### config.mk
export PLATFORM = sky130hd
export DESIGN_NAME = tlic_ctrl
export DESIGN_NICKNAME = d
export VERILOG_FILES = /design/src/rtl/tlic_pkg.sv /design/src/rtl/tlic_ctrl.sv /design/src/rtl/tlic_flag_bank.sv
export VERILOG_INCLUDE_DIRS = /design/src /design/src/rtl
export SDC_FILE = /design/constraint.sdc
export NUM_CORES = 1
export LEC_CHECK = 0
export BUFFER_PORTS_ARGS = -buffer_cell sky130_fd_sc_hd__buf_2
export CAP_MARGIN = 20
export CORE_ASPECT_RATIO = 0.9
export CORE_UTILIZATION = 30
export CTS_BUF_LIST = sky130_fd_sc_hd__clkbuf_8
export DETAILED_ROUTE_END_ITERATION = 12
export SYNTH_ARGS = -nofsm -noshare
export SYNTH_HDL_FRONTEND = slang
export SYNTH_SLANG_ARGS = --single-unit
### constraint.sdc
create_clock -name clk -period 2.26 [get_ports clk]
set_input_delay 0.226 -clock clk [delete_from_list [all_inputs] [get_ports clk]]
set_output_delay 0.226 -clock clk [all_outputs]
set_load 0.05 [all_outputs]
### src/rtl/tlic_params.svh
// Constants of the two-level interrupt priority controller.
// Assumes inclusion by bare name from the design modules and the bench.
`ifndef TLIC_PARAMS_SVH
`define TLIC_PARAMS_SVH

// ****************************************************************
// Vector addresses
// ****************************************************************
`define TLIC_VEC_HIGH 16'h0008
`define TLIC_VEC_LOW 16'h0018
`define TLIC_VEC_W 16

// ****************************************************************
// Register grouping of the sources
// ****************************************************************
`define TLIC_CTRL_REGS 3
`define TLIC_GROUP_REGS 5
`define TLIC_REG_COUNT 19
`define TLIC_BITS_PER_REG 8
`define TLIC_CORE_SRC 8

// ****************************************************************
// Field positions and reset values
// ****************************************************************
`define TLIC_EXT0_BIT 0
`define TLIC_PRIO_EN_RST 1'b0
`define TLIC_GLOB_RST 2'b00
`define TLIC_FLAG_RST 1'b0

`endif

### src/rtl/tlic_pkg.sv
// Types shared by the interrupt controller modules.
// Assumes tlic_params.svh is on the include path.
package tlic_pkg;

    // ****************************************************************
    // Global enable pair
    // ****************************************************************
    typedef struct packed {
        logic global_or_high_enable;    // Global, or high level when prioritised
        logic peripheral_or_low_enable; // Peripheral, or low level when prioritised
    } tlic_glob_s;

    // ****************************************************************
    // Vector request towards the core
    // ****************************************************************
    typedef struct packed {
        logic req;                      // Request pending
        logic high;                     // Request is high level
        logic [15:0] vector;            // Vector address
    } tlic_vec_s;

    // Service nesting of the core
    typedef enum logic [1:0] {
        TLIC_SV_IDLE,
        TLIC_SV_LOW,
        TLIC_SV_HIGH,
        TLIC_SV_NEST
    } tlic_svc_e;

endpackage : tlic_pkg

### src/rtl/tlic_ctrl.sv
// Two-level interrupt priority controller, top level.
// Assumes source events are one-cycle pulses on clk and the core answers
// with one-cycle accept and return pulses; only the external pin is async.
`timescale 1ns/1ns
`include "tlic_params.svh"

module tlic_ctrl #(
    parameter int NCORE = `TLIC_CORE_SRC,
    parameter int NPERIPH = `TLIC_GROUP_REGS * `TLIC_BITS_PER_REG,
    parameter int NSRC = NCORE + NPERIPH
) (
    input wire logic clk,
    input wire logic rst_n,
    input wire logic ext_external_interrupt_zero_pin,
    input wire logic ext_external_interrupt_zero_rising,
    input wire logic [NSRC-1:0] src_event,
    input wire logic [NSRC-1:0] src_flag_clr,
    input wire logic [NSRC-1:0] src_enable,
    input wire logic [NSRC-1:0] src_priority,
    input wire logic glob_wr,
    input wire tlic_pkg::tlic_glob_s glob_wdata,
    input wire logic prio_wr,
    input wire logic prio_wdata,
    input wire logic core_accept,
    input wire logic core_return,
    output logic [NSRC-1:0] src_flag,
    output tlic_pkg::tlic_glob_s glob_en,
    output logic priority_levels_enable,
    output tlic_pkg::tlic_vec_s irq_out,
    output tlic_pkg::tlic_svc_e svc_state
);
    import tlic_pkg::*;

    // ****************************************************************
    // Source layout
    // ****************************************************************
    // Core sources sit below the five request groups of peripherals
    // Control trio, then flag, enable and priority groups, then the mode register
    localparam int NREGS = `TLIC_CTRL_REGS + 3 * `TLIC_GROUP_REGS + 1;
    localparam logic [NSRC-1:0] PERIPH_MASK = {{NPERIPH{1'b1}}, {NCORE{1'b0}}};
    localparam logic [NSRC-1:0] EXT0_MASK = NSRC'(1) << `TLIC_EXT0_BIT;
    localparam logic [15:0] VEC_HIGH = `TLIC_VEC_HIGH;
    localparam logic [15:0] VEC_LOW = `TLIC_VEC_LOW;

    // ****************************************************************
    // External interrupt zero pin
    // ****************************************************************
    logic ext_meta_reg;         // First synchroniser stage
    logic ext_sync_reg;         // Second synchroniser stage
    logic ext_prev_reg;         // Delayed copy for edge detect
    logic [2:0] ext_arm_reg;    // Fills with ones as the chain loads
    wire ext_rise = ext_sync_reg & ~ext_prev_reg;
    wire ext_fall = ~ext_sync_reg & ext_prev_reg;
    // No edge until the delayed copy holds a real pin sample,
    // so a pin idling high cannot fake an edge after reset
    wire ext_edge = ext_arm_reg[2] & (ext_external_interrupt_zero_rising ? ext_rise : ext_fall);

    // Pin crosses from outside; only the second stage is examined
    always_ff @(posedge clk) begin
        if (!rst_n) begin
            ext_meta_reg <= 1'b0;
            ext_sync_reg <= 1'b0;
            ext_prev_reg <= 1'b0;
            ext_arm_reg <= 3'h0;
        end else begin
            ext_meta_reg <= ext_external_interrupt_zero_pin;
            ext_sync_reg <= ext_meta_reg;
            ext_prev_reg <= ext_sync_reg;
            ext_arm_reg <= {ext_arm_reg[1:0], 1'b1};
        end
    end

    // ****************************************************************
    // Request flags
    // ****************************************************************
    wire [NSRC-1:0] flag_set = src_event | (ext_edge ? EXT0_MASK : '0);

    // Sticky flags live in their own bank
    tlic_flag_bank #(
        .NSRC(NSRC)
    ) u_flags (
        .clk(clk),
        .rst_n(rst_n),
        .set_pulse(flag_set),
        .clr_pulse(src_flag_clr),
        .flag_q(src_flag)
    );

    // ****************************************************************
    // Mode and global enables
    // ****************************************************************
    logic prio_reg;             // Priority levels enable
    tlic_glob_s glob_reg;       // Global enable pair
    tlic_glob_s glob_next;
    tlic_svc_e svc_reg;         // Service nesting
    tlic_svc_e svc_next;
    tlic_vec_s vec_reg;         // Registered request to the core
    tlic_vec_s vec_next;

    wire g_hi = glob_reg.global_or_high_enable;
    wire g_lo = glob_reg.peripheral_or_low_enable;

    // Mode register, cleared by every reset
    always_ff @(posedge clk) begin
        if (!rst_n) begin
            prio_reg <= `TLIC_PRIO_EN_RST;
        end else if (prio_wr) begin
            prio_reg <= prio_wdata;
        end
    end

    // ****************************************************************
    // Pending request decode
    // ****************************************************************
    // Individual enable gates each flag before any global term
    wire [NSRC-1:0] active = src_flag & src_enable;
    // Source zero has no priority bit and counts as high
    wire [NSRC-1:0] hi_sel = src_priority | EXT0_MASK;
    // Compat ignores priority bits entirely
    wire act_core = |(active & ~PERIPH_MASK);
    wire act_periph = |(active & PERIPH_MASK);
    // Peripherals need both enables, core sources only global
    wire compat_pend = g_hi & (act_core | (g_lo & act_periph));
    wire act_hi = |(active & hi_sel);
    wire act_lo = |(active & ~hi_sel);
    // High enable alone passes high sources; clear blocks all
    wire prio_hi_pend = g_hi & act_hi;
    // Low sources need both enables and no service of either level running
    wire prio_lo_pend = g_hi & g_lo & act_lo & (svc_reg == TLIC_SV_IDLE);
    wire hi_pend = prio_reg ? prio_hi_pend : compat_pend;
    wire lo_pend = prio_reg & prio_lo_pend;
    // An accept is only meaningful while a request is shown
    wire take = core_accept & vec_reg.req;
    wire take_hi = take & vec_reg.high;
    wire take_lo = take & ~vec_reg.high;

    // ****************************************************************
    // Vector selection
    // ****************************************************************
    // Request is offered next cycle; the accept cycle withdraws it
    // because take forces vec_next to zero at that same edge
    always_comb begin
        vec_next = '0;
        if (!take && (hi_pend || lo_pend)) begin
            vec_next.req = 1'b1;
            // High wins a tie; compat always reports high
            vec_next.high = hi_pend;
            vec_next.vector = hi_pend ? VEC_HIGH : VEC_LOW;
        end
    end

    // Request register to the core
    always_ff @(posedge clk) begin
        if (!rst_n) begin
            vec_reg <= '0;
        end else begin
            vec_reg <= vec_next;
        end
    end

    // ****************************************************************
    // Service nesting and global enable updates
    // ****************************************************************
    // Hardware accept overrides a software write in the same cycle,
    // otherwise a nested request could slip in before the handler runs
    always_comb begin
        glob_next = glob_reg;
        svc_next = svc_reg;
        if (glob_wr) begin
            glob_next = glob_wdata;
        end
        if (core_return) begin
            // Return re-opens the level that was being served
            unique case (svc_reg)
                TLIC_SV_IDLE: begin
                    glob_next.global_or_high_enable = 1'b1;
                end
                TLIC_SV_HIGH: begin
                    glob_next.global_or_high_enable = 1'b1;
                    svc_next = TLIC_SV_IDLE;
                end
                TLIC_SV_NEST: begin
                    glob_next.global_or_high_enable = 1'b1;
                    svc_next = TLIC_SV_LOW;
                end
                TLIC_SV_LOW: begin
                    glob_next.peripheral_or_low_enable = 1'b1;
                    svc_next = TLIC_SV_IDLE;
                end
            endcase
        end
        if (take_hi) begin
            // High accept, possibly nesting over low
            glob_next.global_or_high_enable = 1'b0;
            svc_next = (svc_reg == TLIC_SV_LOW) ? TLIC_SV_NEST : TLIC_SV_HIGH;
        end else if (take_lo) begin
            // Low accept blocks only the low level
            glob_next.peripheral_or_low_enable = 1'b0;
            svc_next = TLIC_SV_LOW;
        end
    end

    // Global enables and nesting state
    always_ff @(posedge clk) begin
        if (!rst_n) begin
            glob_reg <= `TLIC_GLOB_RST;
            svc_reg <= TLIC_SV_IDLE;
        end else begin
            glob_reg <= glob_next;
            svc_reg <= svc_next;
        end
    end

    // ****************************************************************
    // Outputs
    // ****************************************************************
    assign glob_en = glob_reg;
    assign priority_levels_enable = prio_reg;
    assign irq_out = vec_reg;
    assign svc_state = svc_reg;

    // ****************************************************************
    // Checks
    // ****************************************************************
    AST_EXT0_HIGH: assert property (@(posedge clk) disable iff (!rst_n)
        (prio_reg && active[0] && g_hi && !take && !prio_wr)
        |=> (vec_reg.req && vec_reg.vector == VEC_HIGH))
        else $error("source zero not vectored high");

    AST_COMPAT_VEC: assert property (@(posedge clk) disable iff (!rst_n)
        ($past(!prio_reg) && vec_reg.req) |-> (vec_reg.vector == VEC_HIGH))
        else $error("compat request not at high vector");

    AST_HIGH_BLOCKS_ALL: assert property (@(posedge clk) disable iff (!rst_n)
        !g_hi |=> !vec_reg.req)
        else $error("request while high or global enable clear");

    AST_LOW_NEEDS_BOTH: assert property (@(posedge clk) disable iff (!rst_n)
        (vec_reg.req && !vec_reg.high) |-> $past(g_hi && g_lo && prio_reg))
        else $error("low request without both enables");

    AST_PERIPH_GATE: assert property (@(posedge clk) disable iff (!rst_n)
        (!prio_reg && !g_lo && !act_core) |=> !vec_reg.req)
        else $error("peripheral passed without peripheral enable");

    AST_ENABLE_GATE: assert property (@(posedge clk) disable iff (!rst_n)
        (active == '0) |=> !vec_reg.req)
        else $error("request without enabled flag");

    AST_ACCEPT_CLEARS: assert property (@(posedge clk) disable iff (!rst_n)
        (take_hi |=> !g_hi) and (take_lo |=> !g_lo))
        else $error("accept did not clear global enable");

    AST_RETURN_SETS: assert property (@(posedge clk) disable iff (!rst_n)
        (core_return && !take && svc_reg == TLIC_SV_LOW)
        |=> (g_lo && svc_reg == TLIC_SV_IDLE))
        else $error("return did not reopen low level");

    AST_NO_LOW_IN_HIGH: assert property (@(posedge clk) disable iff (!rst_n)
        (svc_reg == TLIC_SV_HIGH || svc_reg == TLIC_SV_NEST)
        |=> !(vec_reg.req && !vec_reg.high))
        else $error("low request during high service");

    AST_PREEMPT: assert property (@(posedge clk) disable iff (!rst_n)
        (prio_reg && svc_reg == TLIC_SV_LOW && g_hi && act_hi && !take && !prio_wr
            && !core_return)
        ##1 (core_accept && !core_return) |=> (svc_reg == TLIC_SV_NEST))
        else $error("high did not preempt low service");

    AST_TIE_HIGH: assert property (@(posedge clk) disable iff (!rst_n)
        (hi_pend && lo_pend && !take) |=> (vec_reg.high && vec_reg.vector == VEC_HIGH))
        else $error("tie not resolved to high");

    AST_REG_COUNT: assert property (@(posedge clk) disable iff (!rst_n)
        NREGS == `TLIC_REG_COUNT)
        else $error("register grouping does not add up");

    AST_RESET_MODE: assert property (@(posedge clk)
        !rst_n |=> !prio_reg)
        else $error("priority enable not cleared by reset");

    COV_COMPAT_TAKE: cover property (@(posedge clk) disable iff (!rst_n)
        !prio_reg && take);
    COV_LOW_TAKE: cover property (@(posedge clk) disable iff (!rst_n)
        prio_reg && take_lo);
    COV_NEST: cover property (@(posedge clk) disable iff (!rst_n)
        svc_reg == TLIC_SV_NEST ##[1:50] core_return);

endmodule : tlic_ctrl

### src/rtl/tlic_flag_bank.sv
// Sticky request flags, one per source.
// Assumes events and clears come from logic on the same clock.
`timescale 1ns/1ns
`include "tlic_params.svh"

module tlic_flag_bank #(
    parameter int NSRC = 48
) (
    input wire logic clk,
    input wire logic rst_n,
    input wire logic [NSRC-1:0] set_pulse,
    input wire logic [NSRC-1:0] clr_pulse,
    output logic [NSRC-1:0] flag_q
);
    import tlic_pkg::*;

    // ****************************************************************
    // One sticky cell per source
    // ****************************************************************
    genvar i;
    generate
        for (i = 0; i < NSRC; i++) begin : g_flag
            logic flag_reg;     // Sticky flag
            logic flag_next;    // Its next value
            // Set wins so an event in the clearing cycle is kept
            assign flag_next = set_pulse[i] | (flag_reg & ~clr_pulse[i]);
            // Flag register, set regardless of any enable
            always_ff @(posedge clk) begin
                if (!rst_n) begin
                    flag_reg <= `TLIC_FLAG_RST;
                end else begin
                    flag_reg <= flag_next;
                end
            end
            assign flag_q[i] = flag_reg;
        end
    endgenerate

    // ****************************************************************
    // Checks
    // ****************************************************************
    AST_FLAG_SET: assert property (@(posedge clk) disable iff (!rst_n)
        (set_pulse != '0) |=> ((flag_q & $past(set_pulse)) == $past(set_pulse)))
        else $error("event did not set its flag");

endmodule : tlic_flag_bank

==> impl_metrics.prom, run 1 <==
# TYPE chip_impl_metric gauge
chip_impl_metric{name="die_area",unit="sq um"} 12200
chip_impl_metric{name="h-tree-depth",unit=""} 3
chip_impl_metric{name="total_grt_usage",unit="%"} 22.8
chip_impl_metric{name="worstSkewPairLatency",unit="ns"} 0.37
chip_impl_metric{name="post_synth_fa_ha_maj_area_fraction",unit="%"} 1.41
chip_impl_metric{name="vias_in_the_first_global_route",unit=""} 3864
chip_impl_metric{name="drive_above_1_share",unit="%"} 39.6
chip_impl_metric{name="critical_path_buf_inv_count",unit=""} 0
chip_impl_metric{name="drtAntennaViolNets",unit=""} 0
chip_impl_metric{name="min_period_over_period",unit="%"} 87.1
chip_impl_metric{name="yosys_register_bits",unit=""} 63
chip_impl_metric{name="synth.top_cell.area_share",unit="%"} 35.6
chip_impl_info{name="worst_path_dominant_cell_family",value="simple AND/OR/NAND/NOR gates"} 1
chip_impl_metric{name="postSynthAreaPerCell",unit="sq um"} 7.32
chip_impl_metric{name="worstPathRequired",unit="ns"} 2.51
chip_impl_metric{name="largest_register_ff_count",unit=""} 48
chip_impl_metric{name="critical_path_peak_fanout",unit=""} 4
chip_impl_metric{name="routed_wire_length_per_instance",unit="microns"} 16.1
chip_impl_metric{name="multi_input_comb_area",unit="sq um"} 1640
chip_impl_info{name="synth_top_family_by_area",value="simple AND/OR/NAND/NOR gates"} 1
chip_impl_metric{name="grt_start_max_net_pins",unit=""} 27
chip_impl_metric{name="finish.net_count",unit=""} 908
chip_impl_metric{name="peak_clock_frequency_supported_by_timing",unit="MHz"} 508
chip_impl_metric{name="seqCellArea",unit="sq um"} 1260
chip_impl_info{name="cp-start-kind",value="register"} 1
chip_impl_metric{name="via_count",unit=""} 4117
chip_impl_info{name="synth_top_cell_by_area",value="dfxtp_1"} 1
chip_impl_info{name="worst_setup_path_end_kind",value="register"} 1
chip_impl_metric{name="dp_hpwl",unit="microns"} 12000
chip_impl_metric{name="finalSetupTns",unit="ns"} 0
chip_impl_metric{name="asyncSetResetFlopFracSynth",unit="%"} 0
chip_impl_metric{name="antenna_found_initial",unit=""} 1
chip_impl_metric{name="number_of_synthesized_flops_with_an_enable_pin",unit=""} 0
chip_impl_metric{name="cts.sink_count",unit=""} 63
chip_impl_metric{name="core",unit="sq um"} 11500
chip_impl_metric{name="drt_iter0_markers",unit=""} 224
chip_impl_metric{name="synth_compound_gate_area_share",unit="%"} 15.5
chip_impl_metric{name="cts_resized",unit=""} 0
chip_impl_metric{name="mux_cell_area_share_after_synthesis",unit="%"} 0.848
chip_impl_metric{name="timing.clock.skew",unit="ns"} 0.0149
chip_impl_info{name="top_cells_by_area_in_the_synthesized_netlist",value="dfxtp_1, buf_4, nand3_1"} 1
chip_impl_metric{name="nFillCells",unit=""} 1233
chip_impl_metric{name="critical_path_max_stage_delay",unit="ns"} 0.50
chip_impl_metric{name="wirelength",unit="microns"} 13900
chip_impl_metric{name="flow.area_growth_from_synthesis",unit="%"} 36.1
chip_impl_metric{name="final_hold_viol_count",unit=""} 0
chip_impl_info{name="critical_path_cell_sequence",value="nand2_1 > o22ai_1 > or4_1 > or4_1 > o2111ai_2 > a21oi_1"} 1
chip_impl_info{name="tritoncts",value="yes"} 1
chip_impl_metric{name="floorplan.initialDensity",unit="%"} 30.9
chip_impl_metric{name="synth.yosys.seq_area_share",unit="%"} 35.6
chip_impl_info{name="synth_most_common_cell",value="buf_4"} 1
chip_impl_metric{name="netlist-cell-type-count",unit=""} 37
chip_impl_info{name="crit_path_frequent_cell",value="or4_1"} 1
chip_impl_metric{name="rows",unit=""} 37
chip_impl_metric{name="ios",unit=""} 274
chip_impl_metric{name="route.detailed.vias_per_inst",unit=""} 4.78
chip_impl_metric{name="finalSetupViolCount",unit=""} 0
chip_impl_metric{name="placer_s_final_routability_congestion_estimate",unit=""} 0.852
chip_impl_metric{name="fp.dieW",unit="microns"} 117
chip_impl_metric{name="synthXorXnorAreaFrac",unit="%"} 0
chip_impl_metric{name="cap_viol_max_count",unit=""} 0
chip_impl_metric{name="power.density",unit="nW/um^2"} 659
chip_impl_metric{name="hold-worst-slack",unit="ns"} 0.0588
chip_impl_info{name="cts.root.buffer_cell",value="clkbuf_8"} 1
chip_impl_metric{name="post_synth_and_or_nand_nor_area_fraction",unit="%"} 26.9
chip_impl_metric{name="timing.final.crit_period",unit="ns"} 1.97
chip_impl_info{name="rsz0062_at_grt",value="no"} 1
chip_impl_metric{name="path_clk_slew",unit="ns"} 0.08
chip_impl_metric{name="grt_first_pass_wirelength",unit="microns"} 20200
chip_impl_info{name="yosys-top-cells-count",value="buf_4, dfxtp_1, nand3_1"} 1
chip_impl_metric{name="final_util",unit="%"} 42.0
chip_impl_info{name="synthFlopType",value="dfxtp_1"} 1
chip_impl_metric{name="y_dimension_of_the_die",unit="microns"} 105
chip_impl_metric{name="cp_data_arrival_time",unit="ns"} 2.22
chip_impl_metric{name="detailedRoute.firstPassIterationCount",unit=""} 5
chip_impl_metric{name="post_cts.repair.setup_buffers",unit=""} 0
chip_impl_metric{name="leakage",unit="nW"} 2.56
chip_impl_metric{name="postCtsHoldBufs",unit=""} 0
chip_impl_metric{name="drc",unit=""} 0
chip_impl_metric{name="port-buffer-count",unit=""} 258
chip_impl_metric{name="final_max_slew_viol_count",unit=""} 0
chip_impl_info{name="min_path_type",value="in -> reg"} 1
chip_impl_metric{name="syn-instance-count",unit=""} 484
chip_impl_info{name="timing.critical_path.slowest_stage_cell",value="or4_1"} 1
chip_impl_metric{name="peak_supply_drop",unit="V"} 0.000398
chip_impl_metric{name="clk_path_buf_depth",unit=""} 2
chip_impl_metric{name="numCtsBuffers",unit=""} 9
chip_impl_metric{name="finalPower",unit="W"} 0.00318
chip_impl_info{name="criticalPathCategory",value="reg -> reg"} 1
chip_impl_info{name="outcome",value="finished, final reports clean"} 1
chip_impl_metric{name="synth_warnings",unit=""} 0
chip_impl_metric{name="grt_overflow",unit=""} 0
chip_impl_metric{name="synth.cell_area",unit="sq um"} 3540
## tightest hold or removal path, cell delays in order
cell and delay (ns):
buf_2 0.07, a21oi_1 0.03, nor2_1 0.06
## worst paths after layout
path	startpoint	endpoint	slack, ns	cells past startpoint
worst max-delay path	u_flags.g_flag[30].flag_reg	irq_out[3]	0.29	6
worst min-delay path	src_event[13]	u_flags.g_flag[13].flag_reg	0.06	3
worst max register to register	u_flags.g_flag[30].flag_reg	irq_out[3]	0.29	6
worst min register to register	ext_arm_reg[1]	ext_arm_reg[2]	0.44	1
## kinds of logic after synthesis
group           count (synthesis)
flops                          63
other cells                     1
simple gates                  200
compound gates                 92
buf+inv                       121
mux                             3
fa+ha+maj                       4
## through the flow
step / cells / area, sq um / setup WS (ns)
finish: 862 / 4820 / 0.292
global route: 862 / 4820 / 0.216
CTS: 861 / 4820 / 0.259
detailed placement: 846 / 4610 / 0.276
global placement: 846 / 4610 / 0.321
floorplan: 497 / 3590 / 0.492
## where the power goes
part / internal, W / total, W / switching [W]
sequential: 0.00118 / 0.00126 / 0.0000824
clock: 0.000612 / 0.00108 / 0.000470
combinational: 0.000285 / 0.000829 / 0.000544
## metal layers
metal  vias up  GRT usage, %  share of wire (%)
li1       2039             -                  -
met1      1840          26.6                 41
met2       215          39.0                 48
met3        23          6.67                8.5
met4         0          7.96                2.1
met5         -             0                  0
## cell type report
class,instances,share of cell area (%)
multi-input combinational,313,33.9
timing repair buffer,262,27.4
sequential,63,26.2
inverter,52,4.05
tap,156,4.05
clock buffer,9,2.57
clock inverter,6,1.82
antenna,1,0.0519
## cell usage in the layout (no fill, tap or decap), types with 2 or more instances in the layout
cell / n
nand3_1: 57
o22ai_1: 18
bufinv_16: 2
dfxtp_1: 63
nor3b_1: 3
or4_1: 2
clkbuf_8: 9
a22oi_1: 5
conb_1: 14
nand4_1: 19
buf_2: 258
buf_4: 4
mux2i_1: 3
nand2_1: 46
nor2_1: 51
ha_1: 4
inv_1: 52
clkinvlp_4: 2
nand3b_1: 3
and2_1: 5
a21oi_1: 55
nor4_1: 8
o21ai_0: 4
Power figures use the tool's default switching activity.
==> run 2, diff against run 1 <==
==> constraint.sdc (replaced) <==
create_clock -name clk -period 2 [get_ports clk]
set_input_delay 0.2 -clock clk [delete_from_list [all_inputs] [get_ports clk]]
set_output_delay 0.2 -clock clk [all_outputs]
set_load 0.05 [all_outputs]
==> run 2 against run 1 <==
Sequential cell count did not move; non-clock buffer count is 9 higher; highest routed layer is now met5; sequential share of layout area decreased by 0.51 points; register-to-register slack worse by 0.19 ns; routed wire length rose by 1.3%; core utilization rose by 0.84 points; critical path depth unchanged; first-iteration DRC count fell by 1.8%; maximum frequency rose by 3.7%; clock power increased by 19%; total power increased by 15%; setup slack got worse by 0.19 ns; critical endpoint is now irq_out[17].
==> impl_metrics.prom, run 2 (synthesis results as in run 1) <==
# TYPE chip_impl_metric gauge
chip_impl_info{name="outcome",value="finished, final reports clean"} 1
chip_impl_metric{name="flow.area_growth_from_synthesis",unit="%"} 38.9
chip_impl_metric{name="seqCellArea",unit="sq um"} 1260
chip_impl_metric{name="via_count",unit=""} 4160
chip_impl_info{name="worst_setup_path_end_kind",value="register"} 1
chip_impl_metric{name="h-tree-depth",unit=""} 3
chip_impl_metric{name="design_area",unit="sq um"} 4920
chip_impl_metric{name="path_clk_slew",unit="ns"} 0.08
chip_impl_metric{name="critical_path_peak_fanout",unit=""} 3
chip_impl_metric{name="cts_resized",unit=""} 0
chip_impl_info{name="tritoncts",value="yes"} 1
chip_impl_metric{name="route.detailed.vias_per_inst",unit=""} 4.77
chip_impl_info{name="min_path_type",value="in -> reg"} 1
chip_impl_metric{name="finalSetupTns",unit="ns"} 0
chip_impl_metric{name="antenna_found_initial",unit=""} 2
chip_impl_metric{name="finalSetupViolCount",unit=""} 0
chip_impl_metric{name="grt_start_max_net_pins",unit=""} 52
chip_impl_metric{name="timing.final.crit_period",unit="ns"} 1.90
chip_impl_metric{name="final_hold_viol_count",unit=""} 0
chip_impl_metric{name="clk_path_buf_depth",unit=""} 2
chip_impl_metric{name="final_util",unit="%"} 42.8
chip_impl_metric{name="peak_supply_drop",unit="V"} 0.000388
chip_impl_metric{name="finish.net_count",unit=""} 917
chip_impl_metric{name="worstPathRequired",unit="ns"} 2.24
chip_impl_metric{name="grt_first_pass_wirelength",unit="microns"} 20100
chip_impl_metric{name="detailedRoute.firstPassIterationCount",unit=""} 5
chip_impl_metric{name="numCtsBuffers",unit=""} 9
chip_impl_metric{name="cp_data_arrival_time",unit="ns"} 2.14
chip_impl_metric{name="dp_hpwl",unit="microns"} 12100
chip_impl_metric{name="cts.sink_count",unit=""} 63
chip_impl_info{name="layout.cells.most_common",value="buf_2"} 1
chip_impl_metric{name="post_cts.repair.setup_buffers",unit=""} 0
chip_impl_metric{name="min_period_over_period",unit="%"} 94.9
chip_impl_metric{name="y_dimension_of_the_die",unit="microns"} 105
chip_impl_metric{name="floorplan.initialDensity",unit="%"} 30.9
chip_impl_metric{name="fp.dieW",unit="microns"} 117
chip_impl_metric{name="wirelength",unit="microns"} 14100
chip_impl_metric{name="leakage",unit="nW"} 2.62
chip_impl_metric{name="peak_clock_frequency_supported_by_timing",unit="MHz"} 527
chip_impl_metric{name="power.density",unit="nW/um^2"} 745
chip_impl_metric{name="postCtsHoldBufs",unit=""} 0
chip_impl_metric{name="nFillCells",unit=""} 1232
chip_impl_metric{name="drtAntennaViolNets",unit=""} 0
chip_impl_metric{name="placement.cell_area",unit="sq um"} 4690
chip_impl_metric{name="drive_above_1_share",unit="%"} 40.6
chip_impl_metric{name="drt_iter0_markers",unit=""} 220
chip_impl_metric{name="total_grt_usage",unit="%"} 22.5
chip_impl_metric{name="timing.clock.skew",unit="ns"} 0.0111
chip_impl_info{name="criticalPathCategory",value="reg -> reg"} 1
chip_impl_metric{name="die_area",unit="sq um"} 12200
chip_impl_metric{name="cap_viol_max_count",unit=""} 0
chip_impl_metric{name="core",unit="sq um"} 11500
chip_impl_metric{name="ios",unit=""} 274
chip_impl_metric{name="placer_s_final_routability_congestion_estimate",unit=""} 0.846
chip_impl_metric{name="largest_register_ff_count",unit=""} 48
chip_impl_info{name="cp-start-kind",value="register"} 1
chip_impl_info{name="cts.root.buffer_cell",value="clkbuf_8"} 1
chip_impl_metric{name="worstSkewPairLatency",unit="ns"} 0.35
chip_impl_metric{name="routed_wire_length_per_instance",unit="microns"} 16.1
chip_impl_metric{name="multi_input_comb_area",unit="sq um"} 1640
chip_impl_metric{name="vias_in_the_first_global_route",unit=""} 3861
chip_impl_metric{name="drc",unit=""} 0
chip_impl_info{name="final_cell_mix",value="buf_2, dfxtp_1, nand3_1, a21oi_1"} 1
chip_impl_metric{name="port-buffer-count",unit=""} 258
chip_impl_info{name="rsz0062_at_grt",value="no"} 1
chip_impl_metric{name="rows",unit=""} 37
chip_impl_metric{name="final_max_slew_viol_count",unit=""} 0
chip_impl_metric{name="grt_overflow",unit=""} 0
[run 2: through the flow]
stage | setup WS, ns | hold WS, ns | instances | total power (W)
floorplan | 0.232 | 0.228 | 497 | 0.00210
global placement | 0.0907 | 0.404 | 855 | 0.00241
detailed placement | 0.0617 | 0.412 | 855 | 0.00242
CTS | 0.0603 | 0.0216 | 871 | 0.00372
global route | 0.0247 | 0.0338 | 872 | 0.00386
finish | 0.102 | 0.0504 | 872 | 0.00367
[run 2: worst paths after layout]
kind                          startpoint                     endpoint  slack [ns]  depth (start not counted)
max          u_flags.g_flag[30].flag_reg                  irq_out[17]        0.10                          6
min                        src_event[37]  u_flags.g_flag[37].flag_reg        0.05                          3
max reg2reg  u_flags.g_flag[30].flag_reg                  irq_out[17]        0.10                          6
min reg2reg               ext_arm_reg[1]               ext_arm_reg[2]        0.44                          1
[run 2: cell type report]
type	count	share of cell area, %
inverter	52	3.97
clock inverter	7	2.11
clock buffer	9	2.52
tap	156	3.97
timing repair buffer	271	28.5
multi-input combinational	313	33.2
sequential	63	25.6
antenna	1	0.0509
[run 2: critical path: stages, from the launching register on]
cell and delay (ns):
dfxtp_1 0.32, nand2_1 0.09, o22ai_1 0.10, or4_1 0.50, or4_1 0.45, o2111ai_2 0.23, a21oi_1 0.10
[run 2: power breakdown]
group          internal (W)  switching, W  leakage (nW)  total (W)
combinational      0.000338      0.000629          1.98   0.000967
sequential          0.00133     0.0000833         0.525    0.00142
clock              0.000716      0.000564         0.114    0.00128
total               0.00239       0.00128          2.62    0.00367
[run 2: routing by layer]
layer	share of wire [%]	wire length (microns)	GRT usage, %
met1	43	6020	27.4
met2	48	6730	38.9
met3	7.6	1060	5.63
met4	1.6	223	6.15
met5	0.071	10	0
==> run 3, diff against run 2 <==
--- a/config.mk
+++ b/config.mk
@@ -12,6 +12,7 @@
 export CORE_UTILIZATION = 30
 export CTS_BUF_LIST = sky130_fd_sc_hd__clkbuf_8
 export DETAILED_ROUTE_END_ITERATION = 12
+export SLEW_MARGIN = 20
 export SYNTH_ARGS = -nofsm -noshare
 export SYNTH_HDL_FRONTEND = slang
 export SYNTH_SLANG_ARGS = --single-unit
==> constraint.sdc (replaced) <==
create_clock -name clk -period 1.8 [get_ports clk]
set_input_delay 0.18 -clock clk [delete_from_list [all_inputs] [get_ports clk]]
set_output_delay 0.18 -clock clk [all_outputs]
set_load 0.05 [all_outputs]
==> run 3 against run 2 <==
Combinational power grew 16%; cell count increased by 1.8%; total power is 13% higher; critical path type unchanged; worst hold slack worse by 0.030 ns; largest cell class unchanged; the flow now finishes with violations (negative setup slack).
==> impl_metrics.prom, run 3 (synthesis results as in run 1) <==
# TYPE chip_impl_metric gauge
chip_impl_metric{name="peak_clock_frequency_supported_by_timing",unit="MHz"} 529
chip_impl_info{name="rr_endpoint",value="irq_out[17]"} 1
chip_impl_metric{name="placer_s_final_routability_congestion_estimate",unit=""} 0.861
chip_impl_metric{name="grt_start_max_net_pins",unit=""} 28
chip_impl_metric{name="largest_register_ff_count",unit=""} 48
chip_impl_metric{name="total_grt_usage",unit="%"} 23.5
chip_impl_metric{name="core",unit="sq um"} 11500
chip_impl_metric{name="cp_data_arrival_time",unit="ns"} 2.14
chip_impl_metric{name="rows",unit=""} 37
chip_impl_info{name="startpoint",value="u_flags.g_flag[30].flag_reg"} 1
chip_impl_metric{name="worstPathRequired",unit="ns"} 2.05
chip_impl_metric{name="floorplan.initialDensity",unit="%"} 30.9
chip_impl_metric{name="route.detailed.vias_per_inst",unit=""} 4.74
chip_impl_metric{name="finish.net_count",unit=""} 931
chip_impl_metric{name="routed_wire_length_per_instance",unit="microns"} 16.3
chip_impl_metric{name="grt_overflow",unit=""} 0
chip_impl_info{name="failed_checks",value="negative setup slack"} 1
chip_impl_info{name="worstHoldEndpoint",value="ext_meta_reg"} 1
chip_impl_metric{name="wirelength",unit="microns"} 14400
chip_impl_metric{name="detailedRoute.firstPassIterationCount",unit=""} 5
chip_impl_metric{name="power.density",unit="nW/um^2"} 819
chip_impl_metric{name="finalSetupViolCount",unit=""} 3
chip_impl_info{name="outcome",value="finished with violations"} 1
chip_impl_info{name="layout.cells.most_common",value="buf_2"} 1
chip_impl_metric{name="final.setup.worst_slack",unit="ns"} -0.0902
chip_impl_metric{name="min_period_over_period",unit="%"} 105
chip_impl_info{name="criticalPathCategory",value="reg -> reg"} 1
chip_impl_metric{name="antenna_found_initial",unit=""} 3
chip_impl_info{name="critical_path.reg2reg.startpoint",value="u_flags.g_flag[30].flag_reg"} 1
chip_impl_info{name="worstHoldStart",value="ext_external_interrupt_zero_pin"} 1
chip_impl_metric{name="final_hold_viol_count",unit=""} 0
chip_impl_metric{name="via_count",unit=""} 4210
chip_impl_metric{name="flow.area_growth_from_synthesis",unit="%"} 42.7
chip_impl_metric{name="placement.cell_area",unit="sq um"} 4740
chip_impl_metric{name="worst-r2r-setup-slack",unit="ns"} -0.09
chip_impl_metric{name="timing.clock.skew",unit="ns"} 0.00765
chip_impl_metric{name="numCtsBuffers",unit=""} 9
chip_impl_metric{name="port-buffer-count",unit=""} 258
chip_impl_metric{name="final_max_slew_viol_count",unit=""} 0
chip_impl_metric{name="vias_in_the_first_global_route",unit=""} 4020
chip_impl_info{name="worst_setup_path_end_kind",value="register"} 1
chip_impl_info{name="cts.root.buffer_cell",value="clkbuf_8"} 1
chip_impl_metric{name="drc",unit=""} 0
chip_impl_metric{name="finalPower",unit="W"} 0.00414
chip_impl_metric{name="cts.sink_count",unit=""} 63
chip_impl_metric{name="clk_path_buf_depth",unit=""} 2
chip_impl_metric{name="design_area",unit="sq um"} 5050
chip_impl_metric{name="drt_iter0_markers",unit=""} 180
chip_impl_metric{name="finalSetupTns",unit="ns"} -0.243
chip_impl_metric{name="fp.dieW",unit="microns"} 117
chip_impl_info{name="final_cell_mix",value="buf_2, dfxtp_1, nand3_1, a21oi_1"} 1
chip_impl_metric{name="critical_path_peak_fanout",unit=""} 3
chip_impl_metric{name="drtAntennaViolNets",unit=""} 0
chip_impl_metric{name="grt_first_pass_wirelength",unit="microns"} 21000
chip_impl_metric{name="timing.final.crit_period",unit="ns"} 1.89
chip_impl_metric{name="die_area",unit="sq um"} 12200
chip_impl_metric{name="leakage",unit="nW"} 2.69
chip_impl_info{name="rsz0062_at_grt",value="yes"} 1
chip_impl_metric{name="drive_above_1_share",unit="%"} 42.7
chip_impl_metric{name="y_dimension_of_the_die",unit="microns"} 105
chip_impl_metric{name="rr_worst_depth",unit=""} 6
chip_impl_metric{name="peak_supply_drop",unit="V"} 0.000346
chip_impl_metric{name="h-tree-depth",unit=""} 3
chip_impl_metric{name="cap_viol_max_count",unit=""} 0
chip_impl_info{name="tritoncts",value="yes"} 1
chip_impl_info{name="cp-start-kind",value="register"} 1
chip_impl_metric{name="ios",unit=""} 274
chip_impl_metric{name="hold-path-cell-count",unit=""} 2
chip_impl_metric{name="dp_hpwl",unit="microns"} 12400
chip_impl_info{name="min_path_type",value="in -> reg"} 1
chip_impl_metric{name="worstSkewPairLatency",unit="ns"} 0.36
chip_impl_metric{name="path_clk_slew",unit="ns"} 0.08
## run 3: cell count changes in the layout (fill, tap and decap cells not counted), sizes merged
cell	change
buf	+14
diode	+2
## run 3: routing by layer
metal	part of all wire, %	routed length, microns	global-route usage (%)
met1	42	6030	27.7
met2	47	6770	40.1
met3	8.4	1210	5.92
met4	2.9	425	9.31
met5	0	0	0
## run 3: worst max-delay path: stages, from the launching register on
cell,delay [ns]
dfxtp_2,0.34
nand2_2,0.08
o22ai_2,0.09
or4_1,0.52
or4_4,0.45
o2111ai_4,0.21
a21oi_1,0.10
## run 3: metrics by stage
stage	setup slack, ns	util [%]	hold slack [ns]	instances
after floorplan	0.0324	-	0.208	497
after global placement	-0.0942	41.3	0.383	864
after detailed placement	-0.123	41.3	0.389	864
after CTS	-0.0674	43.9	0.00474	885
after global routing	-0.144	44.0	0.00801	888
final	-0.0902	44.0	0.0201	888
## run 3: what timing repair did
| item | 4_1_cts | 5_1_grt |
|---|---|---|
| setup buffers | 5 | 0 |
| endpoints found under the setup margin | 3 | 4 |
| hold endpoints to repair | 0 | 0 |
| resized for setup | 6 | 2 |
| pin swaps | 2 | 0 |
| hold buffers | 0 | 0 |
## run 3: cell type report
type	count	area (sq um)
clock buffer	9	124
antenna	3	7.51
inverter	52	195
fill	1231	6430
timing repair buffer	285	1490
tap	156	195
sequential	63	1260
clock inverter	7	104
multi-input combinational	313	1670
## run 3: worst max path at each step
stage                              to  slack (ns)
after floorplan           irq_out[17]        0.03
after global placement    irq_out[17]       -0.09
after detailed placement  irq_out[17]       -0.12
after CTS                 irq_out[17]       -0.07
after global routing       irq_out[3]       -0.14
final                     irq_out[17]       -0.09
## run 3: power breakdown
part	switching [W]	internal (W)	leakage, nW	total, W
Combinational	0.000719	0.000397	2.05	0.00112
Sequential	0.0000925	0.00148	0.525	0.00158
Clock	0.000653	0.000796	0.114	0.00145
Total	0.00146	0.00268	2.69	0.00414
